## src/common/dma_alt_pkg.sv

```systemverilog
// Purpose: shared constants for the dma channel mode and alternation block
// Assumes: 32-bit axi4-lite register bus, one register per aligned word
// Notes: printed offsets are not multiples of four, so they are indices
package dma_alt_pkg;
  // ==========================================================
  // register indices (byte address is four times the index)
  localparam logic [7:0] IDX_MEM_LOW = 8'h28;
  localparam logic [7:0] IDX_MEM_HIGH = 8'h29;
  localparam logic [7:0] IDX_MEM_BANK = 8'h2a;
  localparam logic [7:0] IDX_IO_LOW = 8'h2b;
  localparam logic [7:0] IDX_IO_HIGH = 8'h2c;
  localparam logic [7:0] IDX_REQ_ALT = 8'h2d;
  localparam logic [7:0] IDX_CH0_MODE = 8'h30;
  localparam logic [7:0] IDX_STATUS = 8'h31;
  // ==========================================================
  // field positions
  localparam int ALT_ENABLE_BIT = 7;
  localparam int ALT_CURRENT_BIT = 6;
  localparam int MEM_TIMING_BIT = 1;
  localparam int BANK_BITS = 4;
  // channel 0 mode register: [7:6] dest mode, [5:4] src mode,
  // [3] ch0 enable, [2] ch1 enable, [1] timing, [0] ch1 io direction
  localparam int DEST_MODE_LSB = 6;
  localparam int SRC_MODE_LSB = 4;
  localparam int CH0_EN_BIT = 3;
  localparam int CH1_EN_BIT = 2;
  localparam int CH1_DIR_BIT = 0;
  // ==========================================================
  // reset values
  localparam logic [7:0] RESET_BYTE = 8'h00;
  localparam logic [7:0] RESET_MODE = 8'h00;
  // ==========================================================
  // encodings
  localparam logic [1:0] MODE_INC = 2'h0;
  localparam logic [1:0] MODE_DEC = 2'h1;
  localparam logic [1:0] MODE_FIX_MEM = 2'h2;
  localparam logic [1:0] MODE_FIX_IO = 2'h3;
  localparam logic [2:0] SEL_EXT = 3'h0;
  localparam logic [2:0] SEL_SERIAL0 = 3'h1;
  localparam logic [2:0] SEL_SERIAL1 = 3'h2;
  localparam logic [1:0] RESP_OKAY = 2'h0;
  localparam logic [1:0] RESP_SLVERR = 2'h2;
endpackage : dma_alt_pkg

```

## src/hw/dma_channel_alternation.sv

```systemverilog
// Purpose: channel 1 address registers, request steering, channel
//   alternation and channel 0 mode and bus timing decode
// Assumes: one clock, synchronous active-low reset, axi4-lite slave
// Notes: byte counters live elsewhere; their zero events come in as pulses
//
// How it works
// - channel 1 memory address holds twenty bits
// - io address low and high bytes stored
// - top io byte selects request, alternation bits
// - channel 0 end sets current bit
// - channel 1 end clears current bit
// - current bit ignored while alternation disabled
// - current zero withholds channel 1 request
// - current one withholds channel 0 request, in io pacing only
// - current bit writable at any time; end events win in the same cycle
// - io source select: pin, serial rx full
// - io destination select: pin, serial tx empty
// - io to io mode combinations reserved
// - mode field: increment, decrement, fixed mem, fixed io
// - fixed memory mode uses ordinary memory cycles
// - memory mode bit picks burst or steal
// - burst holds bus until count zero
// - cycle steal gives cpu one cycle between
// - io channel 0 paced by request, ignores timing
// - reset clears timing bit to cycle steal
`timescale 1ns/1ps
`default_nettype none
module dma_channel_alternation
  import dma_alt_pkg::*;
#(
  parameter int ADDR_WIDTH = 12
)
(
  // clock and reset
  input wire logic aclk,
  input wire logic aresetn,
  // axi4-lite write address and data
  input wire logic [ADDR_WIDTH-1:0] s_axi_awaddr,
  input wire logic s_axi_awvalid,
  output logic s_axi_awready,
  input wire logic [31:0] s_axi_wdata,
  input wire logic [3:0] s_axi_wstrb,
  input wire logic s_axi_wvalid,
  output logic s_axi_wready,
  // axi4-lite write response
  output logic [1:0] s_axi_bresp,
  output logic s_axi_bvalid,
  input wire logic s_axi_bready,
  // axi4-lite read
  input wire logic [ADDR_WIDTH-1:0] s_axi_araddr,
  input wire logic s_axi_arvalid,
  output logic s_axi_arready,
  output logic [31:0] s_axi_rdata,
  output logic [1:0] s_axi_rresp,
  output logic s_axi_rvalid,
  input wire logic s_axi_rready,
  // request sources
  input wire logic ext_request_ch0,
  input wire logic ext_request_ch1,
  input wire logic serial_rx_full_0,
  input wire logic serial_rx_full_1,
  input wire logic serial_tx_empty_0,
  input wire logic serial_tx_empty_1,
  // channel 0 request picked by its high address bits, from the engine
  input wire logic ch0_selected_request,
  // byte count zero events from the transfer engine
  input wire logic ch0_end,
  input wire logic ch1_end,
  // transfer engine side: one pulse per byte moved on channel 0
  input wire logic ch0_byte_done,
  // request and timing outputs
  output logic ch0_request,
  output logic ch1_request,
  output logic ch0_bus_hold,
  output logic ch0_cpu_slot,
  // channel 0 address step decode
  output logic [1:0] ch0_src_step,
  output logic [1:0] ch0_dest_step,
  output logic ch0_mode_reserved,
  output logic ch0_is_io,
  // channel 1 addresses
  output logic [19:0] ch1_mem_address,
  output logic [15:0] ch1_io_address
);

  // ==========================================================
  // registers
  logic [7:0] ch1_mem_addr_low;
  logic [7:0] ch1_mem_addr_high;
  logic [BANK_BITS-1:0] ch1_mem_addr_bank;
  logic [7:0] ch1_io_addr_low;
  logic [7:0] ch1_io_addr_high;
  logic alternation_enable;
  logic alternation_current;
  logic [2:0] ch1_request_select;
  logic [7:0] dma_control_reg;
  logic steal_gap;

  // ==========================================================
  // bus write channel
  logic [ADDR_WIDTH-1:0] aw_addr;
  logic aw_held;
  logic [31:0] w_data;
  logic [3:0] w_strb;
  logic w_held;
  logic do_write;
  logic [7:0] wr_index;
  logic wr_ok;

  assign s_axi_awready = !aw_held && !s_axi_bvalid;
  assign s_axi_wready = !w_held && !s_axi_bvalid;
  assign do_write = aw_held && w_held && !s_axi_bvalid;
  assign wr_index = aw_addr[9:2];
  assign wr_ok = (aw_addr[ADDR_WIDTH-1:10] == '0) && (aw_addr[1:0] == 2'h0)
    && ((wr_index >= IDX_MEM_LOW && wr_index <= IDX_REQ_ALT)
    || wr_index == IDX_CH0_MODE);

  // address and data captured independently, in either order
  always_ff @(posedge aclk)
  begin
    if (!aresetn)
    begin
      aw_held <= 1'b0;
      aw_addr <= '0;
    end
    else if (s_axi_awvalid && s_axi_awready)
    begin
      aw_held <= 1'b1;
      aw_addr <= s_axi_awaddr;
    end
    else if (do_write)
      aw_held <= 1'b0;
  end

  always_ff @(posedge aclk)
  begin
    if (!aresetn)
    begin
      w_held <= 1'b0;
      w_data <= '0;
      w_strb <= '0;
    end
    else if (s_axi_wvalid && s_axi_wready)
    begin
      w_held <= 1'b1;
      w_data <= s_axi_wdata;
      w_strb <= s_axi_wstrb;
    end
    else if (do_write)
      w_held <= 1'b0;
  end

  // response one cycle after both halves are in
  always_ff @(posedge aclk)
  begin
    if (!aresetn)
    begin
      s_axi_bvalid <= 1'b0;
      s_axi_bresp <= RESP_OKAY;
    end
    else if (do_write)
    begin
      s_axi_bvalid <= 1'b1;
      s_axi_bresp <= wr_ok ? RESP_OKAY : RESP_SLVERR;
    end
    else if (s_axi_bready)
      s_axi_bvalid <= 1'b0;
  end

  logic wr_en;
  assign wr_en = do_write && wr_ok && w_strb[0];

  // ==========================================================
  // channel 0 mode register; a channel 0 end drops its enable so that
  // burst or steal timing stops asking for the bus once the count is
  // spent; a software write in the same cycle wins, being fresh
  // programming that replaces the transfer which just ended
  always_ff @(posedge aclk)
  begin
    if (!aresetn)
      dma_control_reg <= RESET_MODE;
    else if (wr_en && (wr_index == IDX_CH0_MODE))
      dma_control_reg <= w_data[7:0];
    else if (ch0_end)
      dma_control_reg[CH0_EN_BIT] <= 1'b0;
  end

  // ==========================================================
  // register file; only byte lane 0 carries data
  always_ff @(posedge aclk)
  begin
    if (!aresetn)
    begin
      ch1_mem_addr_low <= RESET_BYTE;
      ch1_mem_addr_high <= RESET_BYTE;
      ch1_mem_addr_bank <= '0;
      ch1_io_addr_low <= RESET_BYTE;
      ch1_io_addr_high <= RESET_BYTE;
      ch1_request_select <= SEL_EXT;
      alternation_enable <= 1'b0;
    end
    else if (wr_en)
    begin
      case (wr_index)
        IDX_MEM_LOW: ch1_mem_addr_low <= w_data[7:0];
        IDX_MEM_HIGH: ch1_mem_addr_high <= w_data[7:0];
        IDX_MEM_BANK: ch1_mem_addr_bank <= w_data[BANK_BITS-1:0];
        IDX_IO_LOW: ch1_io_addr_low <= w_data[7:0];
        IDX_IO_HIGH: ch1_io_addr_high <= w_data[7:0];
        IDX_REQ_ALT:
        begin
          alternation_enable <= w_data[ALT_ENABLE_BIT];
          ch1_request_select <= w_data[2:0];
        end
        // the channel 0 mode register has its own process above
        default: ch1_mem_addr_low <= ch1_mem_addr_low;
      endcase
    end
  end

  // ==========================================================
  // alternation current bit: hardware end events win over a software
  // write in the same cycle so that no channel end is lost
  logic sw_alt_write;
  assign sw_alt_write = wr_en && (wr_index == IDX_REQ_ALT);

  always_ff @(posedge aclk)
  begin
    if (!aresetn)
      alternation_current <= 1'b0;
    else if (alternation_enable && ch0_end)
      alternation_current <= 1'b1;
    else if (alternation_enable && ch1_end)
      alternation_current <= 1'b0;
    else if (sw_alt_write)
      alternation_current <= w_data[ALT_CURRENT_BIT];
  end

  // ==========================================================
  // bus read channel, answer one cycle after the address is taken
  // the read mux follows araddr live; the master holds it until taken
  logic [7:0] rd_index;
  logic [7:0] rd_byte;
  logic rd_ok;

  assign s_axi_arready = !s_axi_rvalid;
  assign rd_index = s_axi_araddr[9:2];

  always_comb
  begin
    rd_ok = (s_axi_araddr[ADDR_WIDTH-1:10] == '0)
      && (s_axi_araddr[1:0] == 2'h0);
    case (rd_index)
      IDX_MEM_LOW: rd_byte = ch1_mem_addr_low;
      IDX_MEM_HIGH: rd_byte = ch1_mem_addr_high;
      IDX_MEM_BANK: rd_byte = {{(8-BANK_BITS){1'b0}}, ch1_mem_addr_bank};
      IDX_IO_LOW: rd_byte = ch1_io_addr_low;
      IDX_IO_HIGH: rd_byte = ch1_io_addr_high;
      IDX_REQ_ALT: rd_byte = {alternation_enable, alternation_current,
        3'h0, ch1_request_select};
      IDX_CH0_MODE: rd_byte = dma_control_reg;
      IDX_STATUS: rd_byte = {3'h0, ch0_mode_reserved, ch0_bus_hold,
        ch0_request, ch1_request, alternation_current};
      default:
      begin
        rd_byte = 8'h00;
        rd_ok = 1'b0;
      end
    endcase
  end

  always_ff @(posedge aclk)
  begin
    if (!aresetn)
    begin
      s_axi_rvalid <= 1'b0;
      s_axi_rdata <= '0;
      s_axi_rresp <= RESP_OKAY;
    end
    else if (s_axi_arvalid && s_axi_arready)
    begin
      s_axi_rvalid <= 1'b1;
      s_axi_rdata <= rd_ok ? {24'h000000, rd_byte} : 32'h00000000;
      s_axi_rresp <= rd_ok ? RESP_OKAY : RESP_SLVERR;
    end
    else if (s_axi_rready)
      s_axi_rvalid <= 1'b0;
  end

  // ==========================================================
  // channel 1 request steering
  logic ch1_io_direction;
  logic ch1_raw;
  assign ch1_io_direction = dma_control_reg[CH1_DIR_BIT];

  always_comb
  begin
    case (ch1_request_select)
      SEL_EXT: ch1_raw = ext_request_ch1;
      SEL_SERIAL0: ch1_raw = ch1_io_direction ? serial_rx_full_0
        : serial_tx_empty_0;
      SEL_SERIAL1: ch1_raw = ch1_io_direction ? serial_rx_full_1
        : serial_tx_empty_1;
      default: ch1_raw = 1'b0;
    endcase
  end

  // alternation gating: the current bit only bites when enabled
  assign ch1_request = dma_control_reg[CH1_EN_BIT] && ch1_raw
    && !(alternation_enable && !alternation_current);

  // ==========================================================
  // channel 0 mode decode
  assign ch0_dest_step = dma_control_reg[DEST_MODE_LSB +: 2];
  assign ch0_src_step = dma_control_reg[SRC_MODE_LSB +: 2];
  // io-to-io and fixed memory paired with any fixed side are reserved
  assign ch0_mode_reserved = ch0_dest_step[1] && ch0_src_step[1];
  assign ch0_is_io = !ch0_mode_reserved
    && (ch0_dest_step == MODE_FIX_IO || ch0_src_step == MODE_FIX_IO);

  logic ch0_active;
  logic burst;
  assign ch0_active = dma_control_reg[CH0_EN_BIT] && !ch0_mode_reserved;
  assign burst = dma_control_reg[MEM_TIMING_BIT];

  // ==========================================================
  // cycle steal gap: after each byte the cpu gets one cycle
  // io pacing needs no gap, the requester sets the rate itself
  always_ff @(posedge aclk)
  begin
    if (!aresetn)
      steal_gap <= 1'b0;
    else
      steal_gap <= ch0_byte_done && !burst && !ch0_is_io;
  end

  // ==========================================================
  // channel 0 request and bus ownership
  always_comb
  begin
    // the end pulse lets the bus go in the cycle the count runs out
    if (!ch0_active || ch0_end)
    begin
      ch0_request = 1'b0;
      ch0_bus_hold = 1'b0;
    end
    else if (ch0_is_io)
    begin
      // io pacing ignores the timing bit
      ch0_request = ch0_selected_request
        && !(alternation_enable && alternation_current);
      ch0_bus_hold = ch0_request;
    end
    else if (burst)
    begin
      ch0_request = 1'b1;
      ch0_bus_hold = 1'b1;
    end
    else
    begin
      ch0_request = !steal_gap;
      ch0_bus_hold = !steal_gap;
    end
  end

  assign ch0_cpu_slot = ch0_active && !ch0_is_io && !burst && steal_gap;

  // ==========================================================
  // address outputs
  assign ch1_mem_address = {ch1_mem_addr_bank, ch1_mem_addr_high,
    ch1_mem_addr_low};
  assign ch1_io_address = {ch1_io_addr_high, ch1_io_addr_low};

endmodule : dma_channel_alternation
`default_nettype wire

```

## config.mk

```make
export PLATFORM = sky130hd
export DESIGN_NAME = dma_channel_alternation
export DESIGN_NICKNAME = d
export VERILOG_FILES = /design/src/common/dma_alt_pkg.sv /design/src/hw/dma_channel_alternation.sv
export SDC_FILE = /design/constraint.sdc
export NUM_CORES = 1
export LEC_CHECK = 0
export ABC_AREA = 1
export CAP_MARGIN = 15
export CORE_ASPECT_RATIO = 1.1
export CORE_MARGIN = 3
export CORE_UTILIZATION = 68
export CTS_CLUSTER_DIAMETER = 150
export DETAILED_ROUTE_END_ITERATION = 10
export DONT_BUFFER_PORTS = 1
export GPL_TIMING_DRIVEN = 0
export PLACE_DENSITY = 0.93
export SYNTH_ARGS = -nofsm -noshare
export SYNTH_HDL_FRONTEND = slang
export SYNTH_SLANG_ARGS = --single-unit
export TNS_END_PERCENT = 1
```

## constraint.sdc

```tcl
create_clock -name aclk -period 3.4 [get_ports aclk]
set_clock_uncertainty 0.05 [all_clocks]
set_input_delay 1.02 -clock aclk [delete_from_list [all_inputs] [get_ports aclk]]
set_output_delay 1.02 -clock aclk [all_outputs]
set_load 0.05 [all_outputs]
```

Yosys cells after proc, flatten, opt, wreduce, memory -nomap -nowiden
Index checks and enable logic that the tools add are counted.
{"block": "word_totals", "mem_count": 0, "regBits": 111, "input_bits": 77, "rom_bits": 0, "wordCells": 128, "ramBits": 0, "out_inout_bits": 87, "latchBits": 0}
{"block": "op_classes", "n_bitwise": 0, "n_addsub": 0, "eq_ne": 19, "n_mux": 23, "n_mul": 0, "magnitude_cmp": 2, "reduce_logical": 63, "div": 0, "shifts": 0}
{"cell": "8-bit by 6-bit == test with 1-bit output, second input constant", "count": 15}
{"cell": "8-bit case mux with 8 select lines", "count": 1}
{"cell": "1-bit logical AND", "count": 30}
{"cell": "1-bit 2-to-1 mux", "count": 18}
{"cell": "1-bit logical NOT", "count": 12}
{"cell": "2-bit AND reduction", "count": 6}
{"cell": "2-bit nonzero test", "count": 5}
{"cell": "8-bit by 6-bit greater-or-equal comparator with 1-bit output, second input constant", "count": 1}
{"cell": "8-bit by 6-bit less-or-equal comparator with 1-bit output, second input constant", "count": 1}
{"cell": "2-bit logical NOT", "count": 4}
{"cell": "8-bit 2-to-1 mux", "count": 1}
{"cell": "8-bit OR reduction", "count": 1}
{"cell": "2-bit == test, second input constant", "count": 2}
{"cell": "2-bit 2-to-1 mux", "count": 2}
{"cell": "3-bit by 1-bit == test with 1-bit output, second input constant", "count": 1}
{"cell": "3-bit by 2-bit == test with 1-bit output, second input constant", "count": 1}
{"cell": "3-bit logical NOT", "count": 1}
{"cell": "1-bit logical OR", "count": 3}
{"cell": "1-bit case mux with 3 select lines", "count": 1}
{"cell": "3-bit nonzero test", "count": 1}

Longest topological paths before layout
Gate-level depths: netlist (run 1).
{"block": "depth", "ltp_word": 10, "depth_mapped": 15}

Worst setup path after synthesis (run 1)
OpenSTA, ideal clock, no wires.
{"block": "synth_path", "path_kind": "input port to output port", "from": "in ch0_selected_request", "to": "out ch0_request", "cell_stages": 4, "t_arrival_ns": 1.921, "t_required_ns": 2.330, "setup_slack_ns": 0.409, "path_cell_list": "o21ai_0 nand2_1 and3_1 buf_4"}
{"block": "synth_between", "elab_chain_len": 3}
{"item": "start, declared", "line_no": "dma_channel_alternation.sv:65", "text": "input wire logic ch0_selected_request,"}
{"item": "1-bit logical AND", "line_no": "dma_channel_alternation.sv:351", "text": "&& !(alternation_enable && alternation_current);"}
{"item": "1-bit 2-to-1 mux (2 in a row)"}
{"item": "end, declared", "line_no": "dma_channel_alternation.sv:72", "text": "output logic ch0_request,"}
No other way between the ends.

Final worst setup path (run 1)
{"block": "layout_path", "from": "reg dma_control_reg[5]", "to": "out ch0_request"}
{"block": "layout_between", "elab_chain_len": 6, "word_cells_on_any_way": 10, "cone_classes": "eq/ne (1); mux (2); reduce/logical (7)"}
{"item": "start, declared", "line_no": "dma_channel_alternation.sv:96", "text": "logic [7:0] dma_control_reg;"}
{"item": "start signal, assigned", "line_no": "dma_channel_alternation.sv:183", "text": "dma_control_reg <= w_data[7:0];"}
{"item": "branches (longest 5 deep; another with 2-bit == test)"}
{"item": "1-bit 2-to-1 mux *"}
Mark *: on every way between the ends.

==> results of run 1 <==
## cells in the final DEF, fill, tap and decap left out, drive strengths merged, types with 6 or more instances in the layout
cell,synthesis,layout
clkbuf,11,22
inv,104,104
conb,1,26
a21oi,31,31
o21ai,76,76
dfxtp,85,85
nand4,7,7
nand3,19,19
nor3,14,14
nor2,129,129
nand3b,7,7
o22ai,6,6
nand2,112,112
buf,36,36
## routing by layer
layer	share of wire	global-route usage	vias to the layer above
li1	-	-	2040
met1	0.34	0.359	1887
met2	0.46	0.542	326
met3	0.13	0.0917	75
met4	0.068	0.245	0
met5	0	0	-
## where the power goes
part	internal (mW)	total [mW]	switching, mW
Clock	0.429	0.779	0.350
Sequential	1.02	1.07	0.0453
Combinational	0.0643	0.245	0.181
## critical path: stages, from the launching register on
cell and delay (ns):
sky130_fd_sc_hd__dfxtp_1 0.40, sky130_fd_sc_hd__inv_1 0.07, sky130_fd_sc_hd__o21ai_0 0.21, sky130_fd_sc_hd__nand2_1 0.10
sky130_fd_sc_hd__nand3b_1 0.14, sky130_fd_sc_hd__and3_1 0.50, sky130_fd_sc_hd__buf_4 0.30
## per-stage QoR
stage / hold WS, ns / setup slack [ns] / instances / cell area [µm²]
2_1_floorplan: 0.379 / 0.409 / 672 / 4380
6_report: 0.433 / 0.266 / 764 / 4690
3_5_place_dp: 0.422 / 0.361 / 749 / 4470
3_3_place_gp: 0.405 / 0.363 / 749 / 4470
5_1_grt: 0.457 / 0.155 / 764 / 4690
4_1_cts: 0.433 / 0.269 / 764 / 4690
## final cells by class
class / count / share of cell area
multi-input combinational: 436 / 0.419
sequential: 85 / 0.363
inverter: 104 / 0.0838
buffer: 47 / 0.0676
clock buffer: 11 / 0.0302
tap: 77 / 0.0206
clock inverter: 4 / 0.0155
## cells by family after synthesis
family,after synthesis,synth area share
and+or+nand+nor,292,0.292
buffers and inverters,151,0.166
AOI/OAI and AO/OA,118,0.144
DFF,85,0.397
other,1,0.000876
## how the worst max path moves through the flow
stage	slack, ns	cells after the start	to
floorplan	0.41	4	ch0_request
global placement	0.36	4	ch0_request
detailed placement	0.36	4	ch0_request
CTS	0.27	6	ch0_request
global route	0.15	6	ch0_request
finish	0.27	6	ch0_request
==> metrics.txt, run 1 <==
status=finished clean; detailed-route wire length=between 10 and 15 mm; Design Power=between 2 and 2.5 mW; count of flip-flops with a built-in enable after synthesis=0; sequential area share after synthesis=0.397; number of antenna repair diodes=0; buffer cell driving the clock tree root=sky130_fd_sc_hd__clkbuf_8; worst slew pin tran=about 0.94 ns; post-route clock period utilization=0.922; Nets=between 700 and 800; clock net sink count=85; Max Fanout on Critical Path=4; most repeated cell in the gate-level netlist after synthesis=sky130_fd_sc_hd__nor2_1; 1st-pass router iterations=7; netlist area before placement=about 4300 µm²; Main synth FF type=sky130_fd_sc_hd__dfxtp_1; kind of critical path=reg -> out; area of the multi-input gates=about 2000 µm²; mean instance size in the synthesized netlist=6.62 µm²; worst hold stages=2; CP Data Arrival Time=2.06 ns; Hold Crit Start=aw_addr[8]$_SDFFE_PN0P_; share of post-route cells with drive strength above 1=0.0902; number of buffers inserted by port buffering=0; Via density=roughly 5.7; placer's final routability congestion estimate=roughly 0.9; VDD IR max=0.443 mV; register bank with the most flops=aw_addr; Yosys cell types=31; Vert. Die Dim=about 89 µm; number of antenna violations at the first check in global routing=0; filler instances=~440; wire length of the first global-routing pass=18.1 mm; reported max-cap violation count=0; r2r worst-path depth=7; Warnings, synthesis=0; insertion delay to the later sink of the worst-skew pair=between 0.3 and 0.4 ns; clock tree from TritonCTS=built; CTS Buffer Depth=2; leakage power figure=between 2 and 2.5 nW; area share of the leading cell type in the synthesized netlist=0.397; number of H-tree levels=3; destination of the worst hold path=aw_addr[8]$_SDFFE_PN0P_; most frequent cells after synthesis=sky130_fd_sc_hd__nor2_1, sky130_fd_sc_hd__nand2_1, sky130_fd_sc_hd__inv_1; row cnt=29; DRC violation total after the first TritonRoute iteration=between 500 and 600; Die X=between 80 and 90 µm; proportion of register bits with asynchronous set or reset after synthesis=0; count of pins over their slew limit=0; DR WL/cell=about 15 µm; final worst path period need=around 3.1 ns; post-route DRC violation count=0; end-of-flow core utilization=0.792; launch point of the worst reg-to-reg path=s_axi_rvalid$_SDFFE_PN0P_; gate count of the mapped netlist=approximately 650; cts bufs inserted=9; Yosys reg bits=85; Total GRT Usage=0.328; area of the core=~5900 µm²; Hold Vio Cnt, Final=0; Worst Setup SP=dma_control_reg[5]$_SDFFE_PN0P_; sum of negative setup slack=0 ns; sort of element at the start of the critical path=register; io pins=about 160; Final HPWL DP=about 8.6 mm; nature of the critical path endpoint=primary output; # hold bufs at CTS=0; Pwr per Cell Area=about 450 nW/µm²; relative max-transition margin=0.374; setup violation total in the final timing report=0; Reg clk slew, reported paths=around 0.080 ns; max FFs per register=12; post_cts resized=0; global route overflow=0; leading cell types by total area after synthesis=sky130_fd_sc_hd__dfxtp_1, sky130_fd_sc_hd__nor2_1, sky130_fd_sc_hd__nand2_1; Antenna Nets Post-Route=0; cell taking the most area after synthesis=sky130_fd_sc_hd__dfxtp_1; RSZ-0062 raised after global routing=no; end of the worst register-to-register path=s_axi_rdata[4]$_SDFFE_PN0P_; post-CTS setup-driven buffer insertion count=0; Syn-to-layout area delta=9.44%; FF-to-FF setup slack=1.00 ns; sequential cell area=1700 µm²; pin count of the biggest net entering global routing=14; total die area=7290 µm²; vias=4328; via count of the first global-routing pass=4011; Worst Hold Class=reg -> reg; achievable clock frequency=~320 MHz; effective utilization at floorplan=0.724; data required time at the worst endpoint=between 2 and 2.5 ns
Note: power is estimated with default switching activity, not from simulation.
==> run 2: changes to the inputs <==
- ABC_AREA: 1 -> 0
==> run 2 against run 1 <==
Effect of this change:
- power shrank 3.1%
- wire length increased by 5.9%
- combinational power about the same
- global-route usage increased by 2.1 points
- worst setup slack worse by 0.21 ns
- sequential share of layout area is 0.15 points lower
- final cell count decreased by 20%
- sequential cell count did not move
- register-to-register slack got worse by 0.08 ns
- clock power shrank 6.2%
- sequential power about the same
- design area is 0.64% higher
- critical path type is now in -> out
- critical endpoint unchanged
- highest routed layer unchanged
==> metrics.txt, run 2 <==
most used cells in the layout excluding fill and tap cells=sky130_fd_sc_hd__nand2_1, sky130_fd_sc_hd__dfxtp_1, sky130_fd_sc_hd__a21boi_0, sky130_fd_sc_hd__o21ai_0, sky130_fd_sc_hd__mux2i_1; Nets=slightly above 600; netlist area before placement=roughly 4300 µm²; placer's final routability congestion estimate=0.923; Antenna Nets Post-Route=0; global route overflow=0; power share of the combinational group=0.120; DR WL/cell=a little over 20 µm; end-of-flow core utilization=0.792; number of antenna repair diodes=0; Final HPWL DP=a little over 9 mm; internal power component=roughly 1.4 mW; post-route DRC violation count=0; post-route clock period utilization=0.985; cell taking the most area after synthesis=sky130_fd_sc_hd__dfxtp_1; crit path max-delay cell type=sky130_fd_sc_hd__a2111oi_4; Die X=between 80 and 90 µm; 1st-pass router iterations=5; max FFs per register=12; Total GRT Usage=0.349; Reg clk slew, reported paths=roughly 0.090 ns; worst slew pin tran=about 1.1 ns; Via density=roughly 6.3; Yosys reg bits=85; CTS Buffer Depth=2; via count of the first global-routing pass=~3700; data required time at the worst endpoint=2.33 ns; wire length of the first global-routing pass=around 19 mm; mean instance size in the synthesized netlist=8.67 µm²; buffer cell driving the clock tree root=sky130_fd_sc_hd__clkbuf_8; kind of critical path=in -> out; status=finished clean; number of H-tree levels=3; post-CTS setup-driven buffer insertion count=0; leakage power figure=about 1.7 nW; io pins=164; Warnings, synthesis=0; detailed-route wire length=around 13 mm; VDD IR max=between 0.4 and 0.5 mV; gate count of the mapped netlist=around 500; commonest non-fill, non-tap cell in the layout=sky130_fd_sc_hd__nand2_1; clock network fraction of total power=0.360; sequential area share after synthesis=0.396; # hold bufs at CTS=0; RSZ-0062 raised after global routing=no; setup violation total in the final timing report=0; final worst path period need=between 3 and 4 ns; clock net sink count=85; Vert. Die Dim=between 80 and 90 µm; relative max-transition margin=0.287; total die area=about 7300 µm²; Syn-to-layout area delta=9.63%; Inst Count DP=598; count of flip-flops with a built-in enable after synthesis=0; number of buffers inserted by port buffering=0; proportion of register bits with asynchronous set or reset after synthesis=0; pin count of the biggest net entering global routing=16; Hold Vio Cnt, Final=0; reported max-cap violation count=0; cts bufs inserted=9; count of pins over their slew limit=0; effective utilization at floorplan=0.723; sw frac=0.295; number of antenna violations at the first check in global routing=0; Pwr per Cell Area=approximately 430 nW/µm²; Design Power=just over 2 mW; Worst Hold Class=reg -> reg; sort of element at the start of the critical path=primary input; achievable clock frequency=between 200 and 300 MHz; most frequent cells after synthesis=sky130_fd_sc_hd__nand2_1, sky130_fd_sc_hd__dfxtp_1, sky130_fd_sc_hd__a21boi_0; row cnt=29; register bank with the most flops=aw_addr; power spent charging and discharging nets=roughly 0.6 mW; insertion delay to the later sink of the worst-skew pair=approximately 0.36 ns; Final Non-Filler Cells=between 600 and 700; leading cell types by total area after synthesis=sky130_fd_sc_hd__dfxtp_1, sky130_fd_sc_hd__a21boi_0, sky130_fd_sc_hd__mux2i_1; sequential cell fraction of total power=0.520; vias=3844; nature of the critical path endpoint=primary output; clock tree from TritonCTS=built; area of the core=5950 µm²; area share of the leading cell type in the synthesized netlist=0.396; most repeated cell in the gate-level netlist after synthesis=sky130_fd_sc_hd__nand2_1; Yosys cell types=54; DRC violation total after the first TritonRoute iteration=between 200 and 300; maximum cell stage delay along the critical path=a little over 0.9 ns; critical path, cell by cell=a22oi_1 > a2111oi_4 > buf_6; share of post-route cells with drive strength above 1=0.128; Main synth FF type=sky130_fd_sc_hd__dfxtp_1; Max Fanout on Critical Path=4; CP Data Arrival Time=2.28 ns
-- run 2: changes by cell type after synthesis, moves of 10 or more --
| cell | before | now |
|---|---|---|
| sky130_fd_sc_hd__clkbuf_1 | 11 | 21 |
| sky130_fd_sc_hd__o21ai_0 | 52 | 34 |
| sky130_fd_sc_hd__nor2b_1 | 0 | 33 |
| sky130_fd_sc_hd__a21boi_0 | 0 | 47 |
| sky130_fd_sc_hd__inv_1 | 101 | 10 |
| sky130_fd_sc_hd__mux2i_1 | 0 | 34 |
| sky130_fd_sc_hd__o21ai_1 | 24 | 1 |
| sky130_fd_sc_hd__a21oi_1 | 31 | 10 |
| sky130_fd_sc_hd__nor2_1 | 125 | 10 |
| sky130_fd_sc_hd__nand2_1 | 108 | 89 |
-- run 2: cells by family after synthesis --
kind of cell / synth area share
muxes: 0.0922
other: 0.000872
DFF: 0.396
AOI/OAI and AO/OA: 0.197
buffers and inverters: 0.0855
and+or+nand+nor: 0.229
-- run 2: worst max-delay path: cells and delay by family --
kind | cells | cell delay [ns]
buffers and inverters | 1 | 0.26
AOI/OAI and AO/OA | 2 | 1.00
-- run 2: path summary, 6_finish.rpt --
check	start	end	slack (ns)	depth (start not counted)
hold reg to reg	aw_addr[7]$_SDFFE_PN0P_	aw_addr[7]$_SDFFE_PN0P_	0.44	2
hold / removal	aw_addr[7]$_SDFFE_PN0P_	aw_addr[7]$_SDFFE_PN0P_	0.44	2
setup reg to reg	s_axi_bvalid$_SDFFE_PN0P_	aw_addr[11]$_SDFFE_PN0P_	0.92	5
setup / recovery	ch0_selected_request	ch0_request	0.05	3
-- run 2: metrics by stage --
| step | setup TNS (ns) | setup WS, ns | hold WS, ns | instance area, µm² |
|---|---|---|---|---|
| finish | 0 | 0.0517 | 0.444 | 4720 |
| global route | 0 | 0.0178 | 0.463 | 4720 |
| CTS | 0 | 0.00194 | 0.439 | 4710 |
| detailed placement | -0.0113 | -0.0113 | 0.427 | 4510 |
| global placement | -0.0157 | -0.0157 | 0.403 | 4510 |
| floorplan | 0 | 0.0870 | 0.386 | 4410 |
-- run 2: metal layers --
metal / global-route usage / vias up / wire [µm]
met3: 0.110 / 59 / 1440
met1: 0.391 / 1790 / 4570
met2: 0.593 / 240 / 5930
li1: - / 1755 / -
met4: 0.181 / 0 / 595
met5: 0 / - / 0
-- run 2: power groups by stage --
stage | clock [mW] | sequential, mW | combinational [mW]
after floorplan | 0 | 1.07 | 0.204
after global placement | 0 | 1.08 | 0.232
after detailed placement | 0 | 1.08 | 0.238
after CTS | 0.725 | 1.05 | 0.239
after global routing | 0.773 | 1.06 | 0.263
final | 0.731 | 1.05 | 0.243
-- run 2: final cells by class --
| type | instances | area (µm²) |
|---|---|---|
| buffer | 56 | 334 |
| multi-input combinational | 370 | 2340 |
| inverter | 10 | 37.5 |
| clock inverter | 7 | 73.8 |
| fill | 385 | 1230 |
| sequential | 85 | 1710 |
| clock buffer | 9 | 124 |
| tap | 77 | 96.3 |
-- run 2: repair_timing --
item	4_1_cts	5_1_grt
gates resized for setup	3	1
pin swaps	1	1
endpoints found under the setup margin	1	1
